### config.mk
export PLATFORM = sky130hd
export DESIGN_NAME = psc_satellite
export DESIGN_NICKNAME = d
export VERILOG_FILES = /design/src/psc_pkg.sv /design/src/psc_satellite.sv
export SDC_FILE = /design/constraint.sdc
export NUM_CORES = 1
export LEC_CHECK = 0
export BUFFER_PORTS_ARGS = -buffer_cell sky130_fd_sc_hd__buf_2
export CELL_PAD_IN_SITES_DETAIL_PLACEMENT = 1
export CELL_PAD_IN_SITES_GLOBAL_PLACEMENT = 2
export CORE_ASPECT_RATIO = 0.75
export CORE_MARGIN = 5
export CORE_UTILIZATION = 33
export DETAILED_ROUTE_END_ITERATION = 7
export GPL_ROUTABILITY_DRIVEN = 1
export PLACE_DENSITY = 0.85
export SLEW_MARGIN = 40
export SYNTH_ARGS = -nofsm -noshare
export SYNTH_HDL_FRONTEND = slang
export SYNTH_SLANG_ARGS = --single-unit
### constraint.sdc
create_clock -name clk_sys -period 3 [get_ports clk_sys]
set_input_delay 0.6 -clock clk_sys [delete_from_list [all_inputs] [get_ports clk_sys]]
set_output_delay 0.6 -clock clk_sys [all_outputs]
set_load 0.05 [all_outputs]
### src/psc_pkg.sv
// Package with register map, field layout, codes and timing for the pressure satellite block.
package psc_pkg;
	localparam logic [7:0] ADDR_SRC0 = 8'h1a;
	localparam logic [7:0] ADDR_SRC1 = 8'h1b;
	localparam logic [7:0] ADDR_SPC = 8'h1c;
	localparam logic [7:0] ADDR_KIND = 8'h1d;
	localparam logic [7:0] ADDR_STSEL = 8'h1e;
	localparam logic [7:0] ADDR_STAT = 8'h1f;
	localparam logic [7:0] ADDR_INIT = 8'h20;
	localparam logic [7:0] RST_BYTE = 8'h00;
	localparam int SRC_EN_BIT = 7;
	localparam int INIT_DONE_BIT = 0;
	localparam logic [1:0] KIND_REL = 2'h0;
	localparam logic [1:0] KIND_ABS = 2'h1;
	localparam logic [1:0] KIND_FILT = 2'h2;
	localparam logic [1:0] KIND_TEMP = 2'h3;
	localparam logic [3:0] FLT_370_2P = 4'h0;
	localparam logic [3:0] FLT_400_3P = 4'h1;
	localparam logic [3:0] FLT_1000_4P = 4'h2;
	localparam logic [3:0] FLT_800_4P = 4'h3;
	localparam logic [1:0] RANGE_B = 2'h0;
	localparam logic [1:0] RANGE_C = 2'h1;
	localparam logic [3:0] ST_OFF = 4'h0;
	localparam logic [3:0] ST_CM = 4'h1;
	localparam logic [3:0] ST_DIG1 = 4'hc;
	localparam logic [3:0] ST_DIG2 = 4'hd;
	localparam logic [3:0] ST_DIG3 = 4'he;
	localparam logic [3:0] ST_DIG4 = 4'hf;
	localparam logic [15:0] DIG1_WORD = 16'h8171;
	localparam logic [15:0] DIG2_WORD = 16'h6c95;
	localparam logic [15:0] DIG3_WORD = 16'h807a;
	localparam logic [15:0] DIG4_WORD = 16'h78ac;
	localparam int CLK_MHZ = 125;
	localparam int SELFTEST_PERIOD_US = 1000;
	localparam int SELFTEST_PERIOD_CYC = SELFTEST_PERIOD_US * CLK_MHZ;
	localparam logic [15:0] CM_LIMIT = 16'h0800;
	localparam logic [7:0] CRC_POLY = 8'h2f;
	localparam logic [7:0] CRC_SEED = 8'hff;

	typedef struct packed {
		logic global_cmd;
		logic write;
		logic [7:0] addr;
		logic [7:0] wdata;
	} psc_crm_cmd_t;

	typedef struct packed {
		logic [3:0] source_id;
		logic [1:0] source_count;
		logic [3:0] status;
		logic [9:0] value;
		logic [7:0] crc;
	} psc_frame_t;

	function automatic logic [7:0] psc_crc(input logic [19:0] data);
		logic [7:0] c;
		logic fb;
		c = CRC_SEED;
		for (int i = 19; i >= 0; i--) begin
			fb = c[7] ^ data[i];
			c = {c[6:0], 1'b0} ^ (fb ? CRC_POLY : 8'h00);
		end
		return c;
	endfunction : psc_crc
endpackage : psc_pkg

### src/psc_satellite.sv
// Configuration, self-test and mode-change logic of the pressure satellite.
// Operation
// - Registers 1A and 1B configure sources 0 and 1; bit 7 enables.
// - Two sources, each with own enable, identifier and data kind.
// - Four-bit filter select picks one of four low-pass filters.
// - Two-bit range select picks range B or range C.
// - Per-source data kind selects relative, absolute, filtered or temperature.
// - Common-mode test sets running, clears fail, compares against a limit.
// - Common-mode result above the limit sets the fail flag.
// - Common-mode test repeats every self-test period while selected.
// - After disable, final result within one period; running held until then.
// - Digital self-test injects a constant in place of converter output.
// - Digital codes C to F give fixed output words for both ranges.
// - Fixed digital outputs apply only when data kind is absolute pressure.
// - Any digital self-test code sets the running flag.
// - PDCM entered by init-done write or global enter command.
// - At most one response per CRM command, none for a global command.
// - Broadcast read in PDCM triggers the satellite's frames.
module psc_satellite #(
	parameter int SELFTEST_PERIOD_CYC = psc_pkg::SELFTEST_PERIOD_CYC,
	parameter logic [15:0] CM_LIMIT = psc_pkg::CM_LIMIT
) (
	input wire logic clk_sys,
	input wire logic sys_rst,
	input wire logic crm_valid,
	input wire psc_pkg::psc_crm_cmd_t crm_cmd,
	input wire logic enter_pdcm,
	input wire logic brc,
	input wire logic [15:0] rel_pressure,
	input wire logic [15:0] absolute_pressure,
	input wire logic [15:0] filt_pressure,
	input wire logic [15:0] temperature,
	input wire logic [15:0] cm_value,
	output logic rsp_valid_q,
	output logic [7:0] rsp_data_q,
	output logic frame_valid_q,
	output psc_pkg::psc_frame_t frame_q,
	output logic pdcm_mode_q,
	output logic [3:0] filter_select_q,
	output logic [1:0] range_select_q,
	output logic selftest_running_q,
	output logic selftest_fail_q
);
	typedef enum logic [1:0] {ST_IDLE, ST_CM_RUN, ST_CM_FINAL, ST_DIG} psc_st_state_t;

	logic [7:0] src0_q, src0_d, src1_q, src1_d;
	logic [3:0] kind_q, kind_d, stsel_q, stsel_d;
	logic [3:0] filter_d;
	logic [1:0] range_d;
	logic pdcm_d, rsp_valid_d;
	logic [7:0] rsp_data_d;
	logic [7:0] rd_byte;
	logic is_wr;

	psc_st_state_t st_q, st_d;
	logic [31:0] tmr_q, tmr_d;
	logic [31:0] fin_q, fin_d;
	logic tick;
	logic running_d, fail_d;
	logic dig_sel;

	logic [15:0] word_q [2];
	logic [15:0] word_d [2];
	logic [1:0] cnt_q [2];
	logic [1:0] cnt_d [2];
	logic pend_q, pend_d, fv_d;
	psc_pkg::psc_frame_t frame_d;

	assign is_wr = crm_valid && !crm_cmd.global_cmd && crm_cmd.write && !pdcm_mode_q;
	assign dig_sel = stsel_q >= psc_pkg::ST_DIG1;
	assign tick = tmr_q == 32'(SELFTEST_PERIOD_CYC - 1);

	// Register read view; unmapped addresses read as zero.
	always_comb begin
		rd_byte = psc_pkg::RST_BYTE;
		if (crm_cmd.addr == psc_pkg::ADDR_SRC0) begin
			rd_byte = src0_d;
		end else if (crm_cmd.addr == psc_pkg::ADDR_SRC1) begin
			rd_byte = src1_d;
		end else if (crm_cmd.addr == psc_pkg::ADDR_SPC) begin
			rd_byte = {2'h0, range_d, filter_d};
		end else if (crm_cmd.addr == psc_pkg::ADDR_KIND) begin
			rd_byte = {4'h0, kind_d};
		end else if (crm_cmd.addr == psc_pkg::ADDR_STSEL) begin
			rd_byte = {4'h0, stsel_d};
		end else if (crm_cmd.addr == psc_pkg::ADDR_STAT) begin
			rd_byte = {6'h00, selftest_fail_q, selftest_running_q};
		end
	end

	// CRM register file and mode change.
	always_comb begin
		src0_d = src0_q;
		src1_d = src1_q;
		filter_d = filter_select_q;
		range_d = range_select_q;
		kind_d = kind_q;
		stsel_d = stsel_q;
		pdcm_d = pdcm_mode_q;
		if (is_wr) begin
			if (crm_cmd.addr == psc_pkg::ADDR_SRC0) begin
				src0_d = crm_cmd.wdata;
			end else if (crm_cmd.addr == psc_pkg::ADDR_SRC1) begin
				src1_d = {crm_cmd.wdata[7], 3'h0, crm_cmd.wdata[3:0]};
			end else if (crm_cmd.addr == psc_pkg::ADDR_SPC) begin
				filter_d = crm_cmd.wdata[3:0];
				range_d = crm_cmd.wdata[5:4];
			end else if (crm_cmd.addr == psc_pkg::ADDR_KIND) begin
				kind_d = crm_cmd.wdata[3:0];
			end else if (crm_cmd.addr == psc_pkg::ADDR_STSEL) begin
				stsel_d = crm_cmd.wdata[3:0];
			end else if (crm_cmd.addr == psc_pkg::ADDR_INIT) begin
				pdcm_d = crm_cmd.wdata[psc_pkg::INIT_DONE_BIT];
			end
		end
		if (enter_pdcm) begin
			pdcm_d = 1'b1;
		end
	end

	// One response per addressed command outside PDCM, none for global commands or in PDCM.
	always_comb begin
		rsp_valid_d = crm_valid && !crm_cmd.global_cmd && !pdcm_mode_q;
		rsp_data_d = rsp_valid_d ? rd_byte : psc_pkg::RST_BYTE;
	end

	always_ff @(posedge clk_sys) begin
		if (sys_rst) begin
			src0_q <= psc_pkg::RST_BYTE;
			src1_q <= psc_pkg::RST_BYTE;
			filter_select_q <= psc_pkg::FLT_370_2P;
			range_select_q <= psc_pkg::RANGE_B;
			kind_q <= 4'h0;
			stsel_q <= psc_pkg::ST_OFF;
			pdcm_mode_q <= 1'b0;
			rsp_valid_q <= 1'b0;
			rsp_data_q <= psc_pkg::RST_BYTE;
		end else begin
			src0_q <= src0_d;
			src1_q <= src1_d;
			filter_select_q <= filter_d;
			range_select_q <= range_d;
			kind_q <= kind_d;
			stsel_q <= stsel_d;
			pdcm_mode_q <= pdcm_d;
			rsp_valid_q <= rsp_valid_d;
			rsp_data_q <= rsp_data_d;
		end
	end

	// Self-test sequencer with its period timer.
	always_comb begin
		st_d = st_q;
		tmr_d = tick ? 32'h0 : tmr_q + 32'h1;
		running_d = selftest_running_q;
		fail_d = selftest_fail_q;
		fin_d = (st_q == ST_CM_FINAL) ? fin_q + 32'h1 : 32'h0;
		case (st_q)
			ST_IDLE, ST_DIG: begin
				running_d = 1'b0;
				st_d = ST_IDLE;
				if (stsel_q == psc_pkg::ST_CM) begin
					st_d = ST_CM_RUN;
					running_d = 1'b1;
					fail_d = 1'b0;
					tmr_d = 32'h0;
				end else if (dig_sel) begin
					st_d = ST_DIG;
					running_d = 1'b1;
				end
			end
			ST_CM_RUN: begin
				if (tick && cm_value > CM_LIMIT) begin
					fail_d = 1'b1;
				end
				if (stsel_q != psc_pkg::ST_CM) begin
					st_d = ST_CM_FINAL;
				end
			end
			ST_CM_FINAL: begin
				if (tick) begin
					fail_d = selftest_fail_q || cm_value > CM_LIMIT;
					running_d = 1'b0;
					st_d = ST_IDLE;
				end
			end
			default: begin
				st_d = ST_IDLE;
			end
		endcase
	end

	always_ff @(posedge clk_sys) begin
		if (sys_rst) begin
			st_q <= ST_IDLE;
			tmr_q <= 32'h0;
			fin_q <= 32'h0;
			selftest_running_q <= 1'b0;
			selftest_fail_q <= 1'b0;
		end else begin
			st_q <= st_d;
			tmr_q <= tmr_d;
			fin_q <= fin_d;
			selftest_running_q <= running_d;
			selftest_fail_q <= fail_d;
		end
	end

	// Per-source output word, with digital self-test injection.
	generate
		for (genvar s = 0; s < 2; s++) begin : g_src
			always_comb begin
				case (kind_q[2*s +: 2])
					psc_pkg::KIND_REL: word_d[s] = rel_pressure;
					psc_pkg::KIND_ABS: word_d[s] = absolute_pressure;
					psc_pkg::KIND_FILT: word_d[s] = filt_pressure;
					default: word_d[s] = temperature;
				endcase
				if (dig_sel && kind_q[2*s +: 2] == psc_pkg::KIND_ABS) begin
					case (stsel_q)
						psc_pkg::ST_DIG1: word_d[s] = psc_pkg::DIG1_WORD;
						psc_pkg::ST_DIG2: word_d[s] = psc_pkg::DIG2_WORD;
						psc_pkg::ST_DIG3: word_d[s] = psc_pkg::DIG3_WORD;
						default: word_d[s] = psc_pkg::DIG4_WORD;
					endcase
				end
			end
			always_ff @(posedge clk_sys) begin
				if (sys_rst) begin
					word_q[s] <= 16'h0000;
				end else begin
					word_q[s] <= word_d[s];
				end
			end
		end
	endgenerate

	// PDCM frame builder: source 0 first, source 1 one cycle later, or at once if source 0 is disabled.
	function automatic psc_pkg::psc_frame_t build(input logic [7:0] cfg, input logic [1:0] cnt,
		input logic [15:0] word);
		psc_pkg::psc_frame_t f;
		f.source_id = cfg[3:0];
		f.source_count = cnt;
		f.status = {pdcm_mode_q, selftest_running_q, selftest_fail_q, 1'b0};
		f.value = word[15:6];
		f.crc = psc_pkg::psc_crc({f.source_id, f.source_count, f.status, f.value});
		return f;
	endfunction : build

	always_comb begin
		fv_d = 1'b0;
		pend_d = 1'b0;
		frame_d = frame_q;
		cnt_d[0] = cnt_q[0];
		cnt_d[1] = cnt_q[1];
		if (pend_q) begin
			fv_d = 1'b1;
			frame_d = build(src1_q, cnt_q[1], word_q[1]);
			cnt_d[1] = cnt_q[1] + 2'h1;
		end else if (brc && pdcm_mode_q) begin
			if (src0_q[psc_pkg::SRC_EN_BIT]) begin
				fv_d = 1'b1;
				frame_d = build(src0_q, cnt_q[0], word_q[0]);
				cnt_d[0] = cnt_q[0] + 2'h1;
				pend_d = src1_q[psc_pkg::SRC_EN_BIT];
			end else if (src1_q[psc_pkg::SRC_EN_BIT]) begin
				fv_d = 1'b1;
				frame_d = build(src1_q, cnt_q[1], word_q[1]);
				cnt_d[1] = cnt_q[1] + 2'h1;
			end
		end
	end

	always_ff @(posedge clk_sys) begin
		if (sys_rst) begin
			frame_valid_q <= 1'b0;
			frame_q <= '0;
			pend_q <= 1'b0;
			cnt_q[0] <= 2'h0;
			cnt_q[1] <= 2'h0;
		end else begin
			frame_valid_q <= fv_d;
			frame_q <= frame_d;
			pend_q <= pend_d;
			cnt_q[0] <= cnt_d[0];
			cnt_q[1] <= cnt_d[1];
		end
	end
endmodule : psc_satellite

## Yosys cells after proc, flatten, opt, wreduce, memory -nomap -nowiden

Memories as Yosys holds them, arrays and structs flattened.
Cells that the tools add are included.

| cells by class | value |
|---|---|
| add/sub/neg operators | 3 |
| order comparisons | 2 |
| eq/ne operators | 29 |
| mux-type cells | 120 |
| bitwise gates (word level) | 83 |
| reductions and logical operators | 30 |

Operator list:

| kind | number |
|---|---|
| $xor A8 B6 Y8 | 38 |
| $mux W6 | 41 |
| $pmux W16 S3 | 3 |
| $mux W28 | 4 |
| $mux W32 | 3 |
| $mux W4 | 18 |
| $mux W16 | 4 |
| $mux W8 | 7 |
| $eq A8 B5 Y1 const B | 6 |
| $xor A1 B1 Y1 | 36 |
| $add A32 B1 Y32 const B | 1 |
| $eq A32 B17 Y1 const B | 1 |
| $mux W2 | 16 |
| $mux W1 | 21 |
| $ne A2 B2 Y1 const B | 9 |
| $gt A16 B12 Y1 const B | 1 |
| $not A5 Y7 | 2 |
| $eq A4 B4 Y1 const B | 3 |
| $reduce_bool A2 Y1 | 5 |
| $eq A2 B2 Y1 const B | 4 |
| $eq A8 B6 Y1 const B | 1 |
| $logic_and A1 B1 Y1 | 8 |
| $reduce_and A2 Y1 | 4 |
| $reduce_and A7 Y1 | 1 |
| 17 further kinds | 30 |

| storage, ports and cells | value |
|---|---|
| register bits | 106 |
| RAM bits | 36 |
| input port bits | 103 |
| output and inout bits | 47 |
| word-level logic and storage cells | 290 |
| memories | 2 |

Memories:

| memory | depth | bits a word | rd ports | clocked after Yosys merged registers in | write ports | RTL line | text |
|---|---|---|---|---|---|---|---|
| word_q | 2 | 16 | 2 | 0 | 2 | psc_satellite.sv:62 | `logic [15:0] word_q [2];` |
| cnt_q | 2 | 2 | 2 | 0 | 2 | psc_satellite.sv:64 | `logic [1:0] cnt_q [2];` |

## Logic depth before layout (Yosys ltp)

| depth | value |
|---|---|
| depth in word-level cells | 62 |
| gate-level depth with buffers | 9 |
| gate-level depth less buffers | 8 |

## Least setup slack after synthesis

No wires, ideal clock.

| timing | value |
|---|---|
| path type | register -> register |
| start point | register pdcm_mode_q |
| end point | register frame_q[3] in the netlist's numbering |
| library setup time | 0.134 ns |
| data arrival time | 2.497 ns |
| required time | 2.866 ns |
| path slack | 0.369 ns |
| cell stages (with the launch flop) | 9 |
| path buffers | 1 |
| clock period less this slack | 2.631 ns |
| cells stage by stage | dfxtp_1 -> buf_4 -> xnor3_1 -> xnor2_1 -> xor3_1 -> xor2_2 -> xnor2_1 -> xnor2_1 -> o22ai_1 |

| on the way | value |
|---|---|
| longest elaborated chain between the ends | 27 |
| elaborated cells between the ends (all ways) | 77 |
| those cells by class | mux: 26; bitwise: 48; reduce/logical: 3 |

Ends and longest elaborated chain:

| element | RTL line | text |
|---|---|---|
| start, declared | psc_satellite.sv:38 | `output logic pdcm_mode_q,` |
| start signal, assigned | psc_satellite.sv:145 | `pdcm_mode_q <= pdcm_d;` |
| $xor A1 B1 Y1 | psc_pkg.sv:60 | `fb = c[7] ^ data[i];` |
| $mux W6 | psc_pkg.sv:61 | `c = {c[6:0], 1'b0} ^ (fb ? CRC_POLY : 8'h00);` |
| $xor A8 B6 Y8 (3 in a row) | psc_pkg.sv:61 |  |
| $mux W6 | psc_pkg.sv:61 |  |
| $xor A8 B6 Y8 (3 in a row) | psc_pkg.sv:61 |  |
| $xor A1 B1 Y1 | psc_pkg.sv:60 |  |
| $mux W6 | psc_pkg.sv:61 |  |
| $xor A8 B6 Y8 (3 in a row) | psc_pkg.sv:61 |  |
| (+2 left out) | - |  |
| $xor A8 B6 Y8 (3 in a row) | psc_pkg.sv:61 |  |
| $xor A1 B1 Y1 | psc_pkg.sv:60 |  |
| $mux W6 | psc_pkg.sv:61 |  |
| $xor A8 B6 Y8 (2 in a row) | psc_pkg.sv:61 |  |
| $mux W28 | psc_satellite.sv:266 | `end else if (src1_q[psc_pkg::SRC_EN_BIT]) begin` |
| $mux W28 | psc_satellite.sv:261 | `if (src0_q[psc_pkg::SRC_EN_BIT]) begin` |
| $mux W28 | psc_satellite.sv:260 | `end else if (brc && pdcm_mode_q) begin` |
| $mux W28 | psc_satellite.sv:256 | `if (pend_q) begin` |
| end signal, assigned | psc_satellite.sv:283 | `frame_q <= frame_d;` |
| end, declared | psc_satellite.sv:37 | `output psc_pkg::psc_frame_t frame_q,` |

Parallel ways exist; a longest one is shown, timed or not. The select of a mux whose other input is x is not followed.
A chain may end at the register's enable or synchronous reset.

==> summary.md <==
| Metric | Value |
|---|---|
| Outcome | `complete, no violations` |
| Drc violations | `0` |
| YS warnings | `0` |
| First-pass GRT wire length | `roughly 35 mm` |
| Count of cell types in the netlist | `between 50 and 60` |
| Core Rows | `46` |
| VDD IR max | `between 0.3 and 0.4 mV` |
| GRT Residual Overflow | `0` |
| Fin. max-slew vios | `0` |
| Worst Clk Skew | `approximately 8.5 ps` |
| P_leak | `about 3.4 nW` |
| Internal power | `between 3 and 4 mW` |
| Drt wl/cell | `about 17 um` |
| Cell count after placement | `around 1200` |
| Post-CTS sizing | `0` |
| Setup TNS | `0 ps` |
| CTS tree | `built` |
| Pre-antenna DRT Iters | `5` |
| Nets | `slightly above 1000` |
| Post-synthesis register bit count | `129` |
| Fmax | `0.389 GHz` |
| Vias in the first global route | `6356` |
| Clock H-tree levels | `4` |
| Asr flop ratio synth | `0%` |
| Final Cycle Share | `85.7%` |
| Later-pin clock latency in the skew report | `410 ps` |
| DP Wirelength | `around 16 mm` |
| WL final | `around 21 mm` |
| CTS Hold Buffers Added | `0` |
| Die X | `180 um` |
| Final Util | `between 40% and 50%` |
| Finished Layout Cells | `about 1200` |
| GPL Wtd Cong | `slightly above 0.8` |
| Worst min-delay path class | `input port to flip-flop` |
| Final Hold Fails | `0` |
| Slew headroom | `49.2%` |
| Post-synth EDFFs | `0` |
| Die height | `~140 um` |
| Vias per cell | `5.03` |
| Sequential area share after synthesis | `36.2%` |
| CP Max Fanout | `6` |
| Largest net degree at the start of global routing | `90` |
| Clock share of power | `46.3%` |
| RSZ-0062 raised after global routing | `false` |
| Most used DFF post-synth | `dfxtp_1` |
| Initial DRC count | `329` |
| Gate power share | `roughly 15%` |
| Number of top-level pins | `150` |
| Core Footprint | `0.0212 mm2` |
| Netlist Area Pre-Place | `0.00713 mm2` |
| Initial Util | `~34%` |
| PD cells | `522 mW/mm2` |
| Flop pwr share | `between 30% and 40%` |
| Post-Syn Nets | `between 900 and 1000` |
| Maxcap violations | `0` |
| Share of layout cells above drive strength 1 | `22.9%` |
| Critical Path Source Type | `flip-flop` |
| Worst Path Arrival | `around 2900 ps` |
| Sink count of the clock tree | `129` |
| Syn avg cell area | `8.88 um2` |
| Synth-to-layout area growth | `21.3%` |
| Setup repair bufs after CTS | `0` |
| Vias | `between 6000 and 7000` |
| Crit. End Element | `flip-flop` |
| Psw | `~1.1 mW` |
| Most Crowded Layer GR | `met2` |
| # diodes | `0` |
| Required time of the critical path | `about 3300 ps` |
| Setup CP Type | `flip-flop to flip-flop` |
| M2 GR Usage | `26.6%` |
| Met3 usage | `around 4.5%` |
| Initial antenna violation count | `0` |
| PortBufs | `roughly 120` |
| Reg clk slew, reported paths | `around 60 ps` |
| Worst Tran Pin Value | `756 ps` |
| Root Buffer | `clkbuf_16` |
| Cell count after synthesis | `803` |
| Net Sw Frac | `24.7%` |
| Pre-CTS setup slack | `450 ps` |
| Final setup fails | `0` |
| Remaining antenna violation count after routing | `0` |
| Total CTS buffers | `17` |
| Final worst slack | `430 ps` |
| Final min period | `roughly 2600 ps` |
| Max clock buf depth | `2` |
| Tot GR Track Use | `17.4%` |
| Met1 Use GR | `roughly a quarter` |
| Die area | `about 0.025 mm2` |
-- Yosys cell counts, types with 9 or more instances --
| library cell | count | area, um2 |
|---|---|---|
| inv_1 | 9 | 33.8 |
| xor2_1 | 37 | 324 |
| clkbuf_1 | 39 | 146 |
| nand2_1 | 88 | 330 |
| a311oi_1 | 18 | 158 |
| nand4_1 | 10 | 62.6 |
| nor3_1 | 16 | 80.1 |
| a21oi_1 | 38 | 190 |
| xnor2_1 | 61 | 534 |
| nand3_1 | 16 | 80.1 |
| xnor3_1 | 13 | 293 |
| o21ai_0 | 24 | 120 |
| mux4_2 | 19 | 428 |
| and2_1 | 13 | 81.3 |
| mux2i_1 | 26 | 260 |
| nor2_1 | 134 | 503 |
| dfxtp_1 | 129 | 2580 |
-- power groups by stage --
stage / logic (mW) / clock network (mW) / registers (mW)
4_1_cts: 0.670 / 2.14 / 1.76
3_5_place_dp: 0.662 / 0 / 1.79
2_1_floorplan: 0.494 / 0 / 1.79
5_1_grt: 0.725 / 2.22 / 1.76
3_3_place_gp: 0.651 / 0 / 1.79
6_report: 0.670 / 2.09 / 1.76
-- sequential cells by signal, indices dropped and copies added (netlist names) --
| name | count |
|---|---|
| cnt_q | 4 |
| word_q | 20 |
| rsp_valid_q | 1 |
| src0_q | 8 |
| src1_q | 8 |
| frame_valid_q | 1 |
| kind_q | 4 |
| rsp_data_q | 8 |
| stsel_q | 4 |
| pdcm_mode_q | 1 |
| tmr_q | 32 |
| selftest_fail_q | 1 |
| frame_q | 27 |
| st_q | 2 |
| pend_q | 1 |
| selftest_running_q | 1 |
| range_select_q | 2 |
| filter_select_q | 4 |
-- layout make-up --
| type | instances | area, um2 |
|---|---|---|
| fill | 2552 | 12500 |
| clock buffer | 20 | 457 |
| tap | 288 | 360 |
| timing repair buffer | 143 | 788 |
| inverter | 9 | 33.8 |
| sequential | 129 | 2580 |
| multi-input combinational | 610 | 4290 |
| clock inverter | 10 | 136 |
-- through the flow --
step	hold WS (ps)	cell area, um2	total power, mW
3_5_place_dp	446	8060	2.46
6_report	457	8650	4.52
2_1_floorplan	418	7130	2.28
3_3_place_gp	432	8060	2.44
4_1_cts	434	8650	4.56
5_1_grt	460	8650	4.70
-- critical path: stages, from the launching register on --
cell     delay [ps]
dfxtp_1         540
xnor2_1         200
xnor3_1         500
xnor3_2         460
xor2_2          310
xnor2_1         170
o32a_1          180
o41ai_2          70
-- logic make-up after synthesis --
| logic type | Yosys count | share of synthesized area (%) |
|---|---|---|
| xor+xnor | 120 | 18.7 |
| buf+inv | 64 | 3.70 |
| flops | 129 | 36.2 |
| other cells | 1 | 0.0526 |
| compound gates | 113 | 10.1 |
| fa+ha+maj | 3 | 0.526 |
| mux | 46 | 9.81 |
| simple gates | 327 | 20.8 |
-- path summary, 6_finish.rpt --
check	startpoint	end	slack (ps)	cells past startpoint
min	crm_cmd[6]	src0_q[6]	460	3
max	cnt_q[0][0]	frame_q[2]	430	7
min reg2reg	frame_q[5]	frame_q[5]	460	2
max reg2reg	cnt_q[0][0]	frame_q[2]	430	7
-- routing by layer --
metal	part of all wire (%)	routed length [um]	vias to the layer above
met5	0	0	-
met4	0.22	46	0
met3	5.3	1120	4
met2	42	8940	155
met1	52	11000	2952
li1	-	-	2975
-- cell usage in the layout, fill, tap and decap left out, drive strengths merged, types with 4 or more instances in the layout --
cell	instances
nor3	16
a311oi	18
dfxtp	129
nand3	16
xnor2	63
and2	13
clkbuf	20
o22ai	4
and3	6
nand2	88
xor2	39
buf	143
clkinv	4
o21ai	24
mux4	19
nor3b	7
a21oi	38
mux2i	26
a211oi	5
a31oi	7
nor4	8
or3	4
nor2	134
xnor3	17
nand2b	4
nand4	10
inv	9
a22oi	4
nor2b	7
Note: power is estimated with default switching activity, not from simulation.
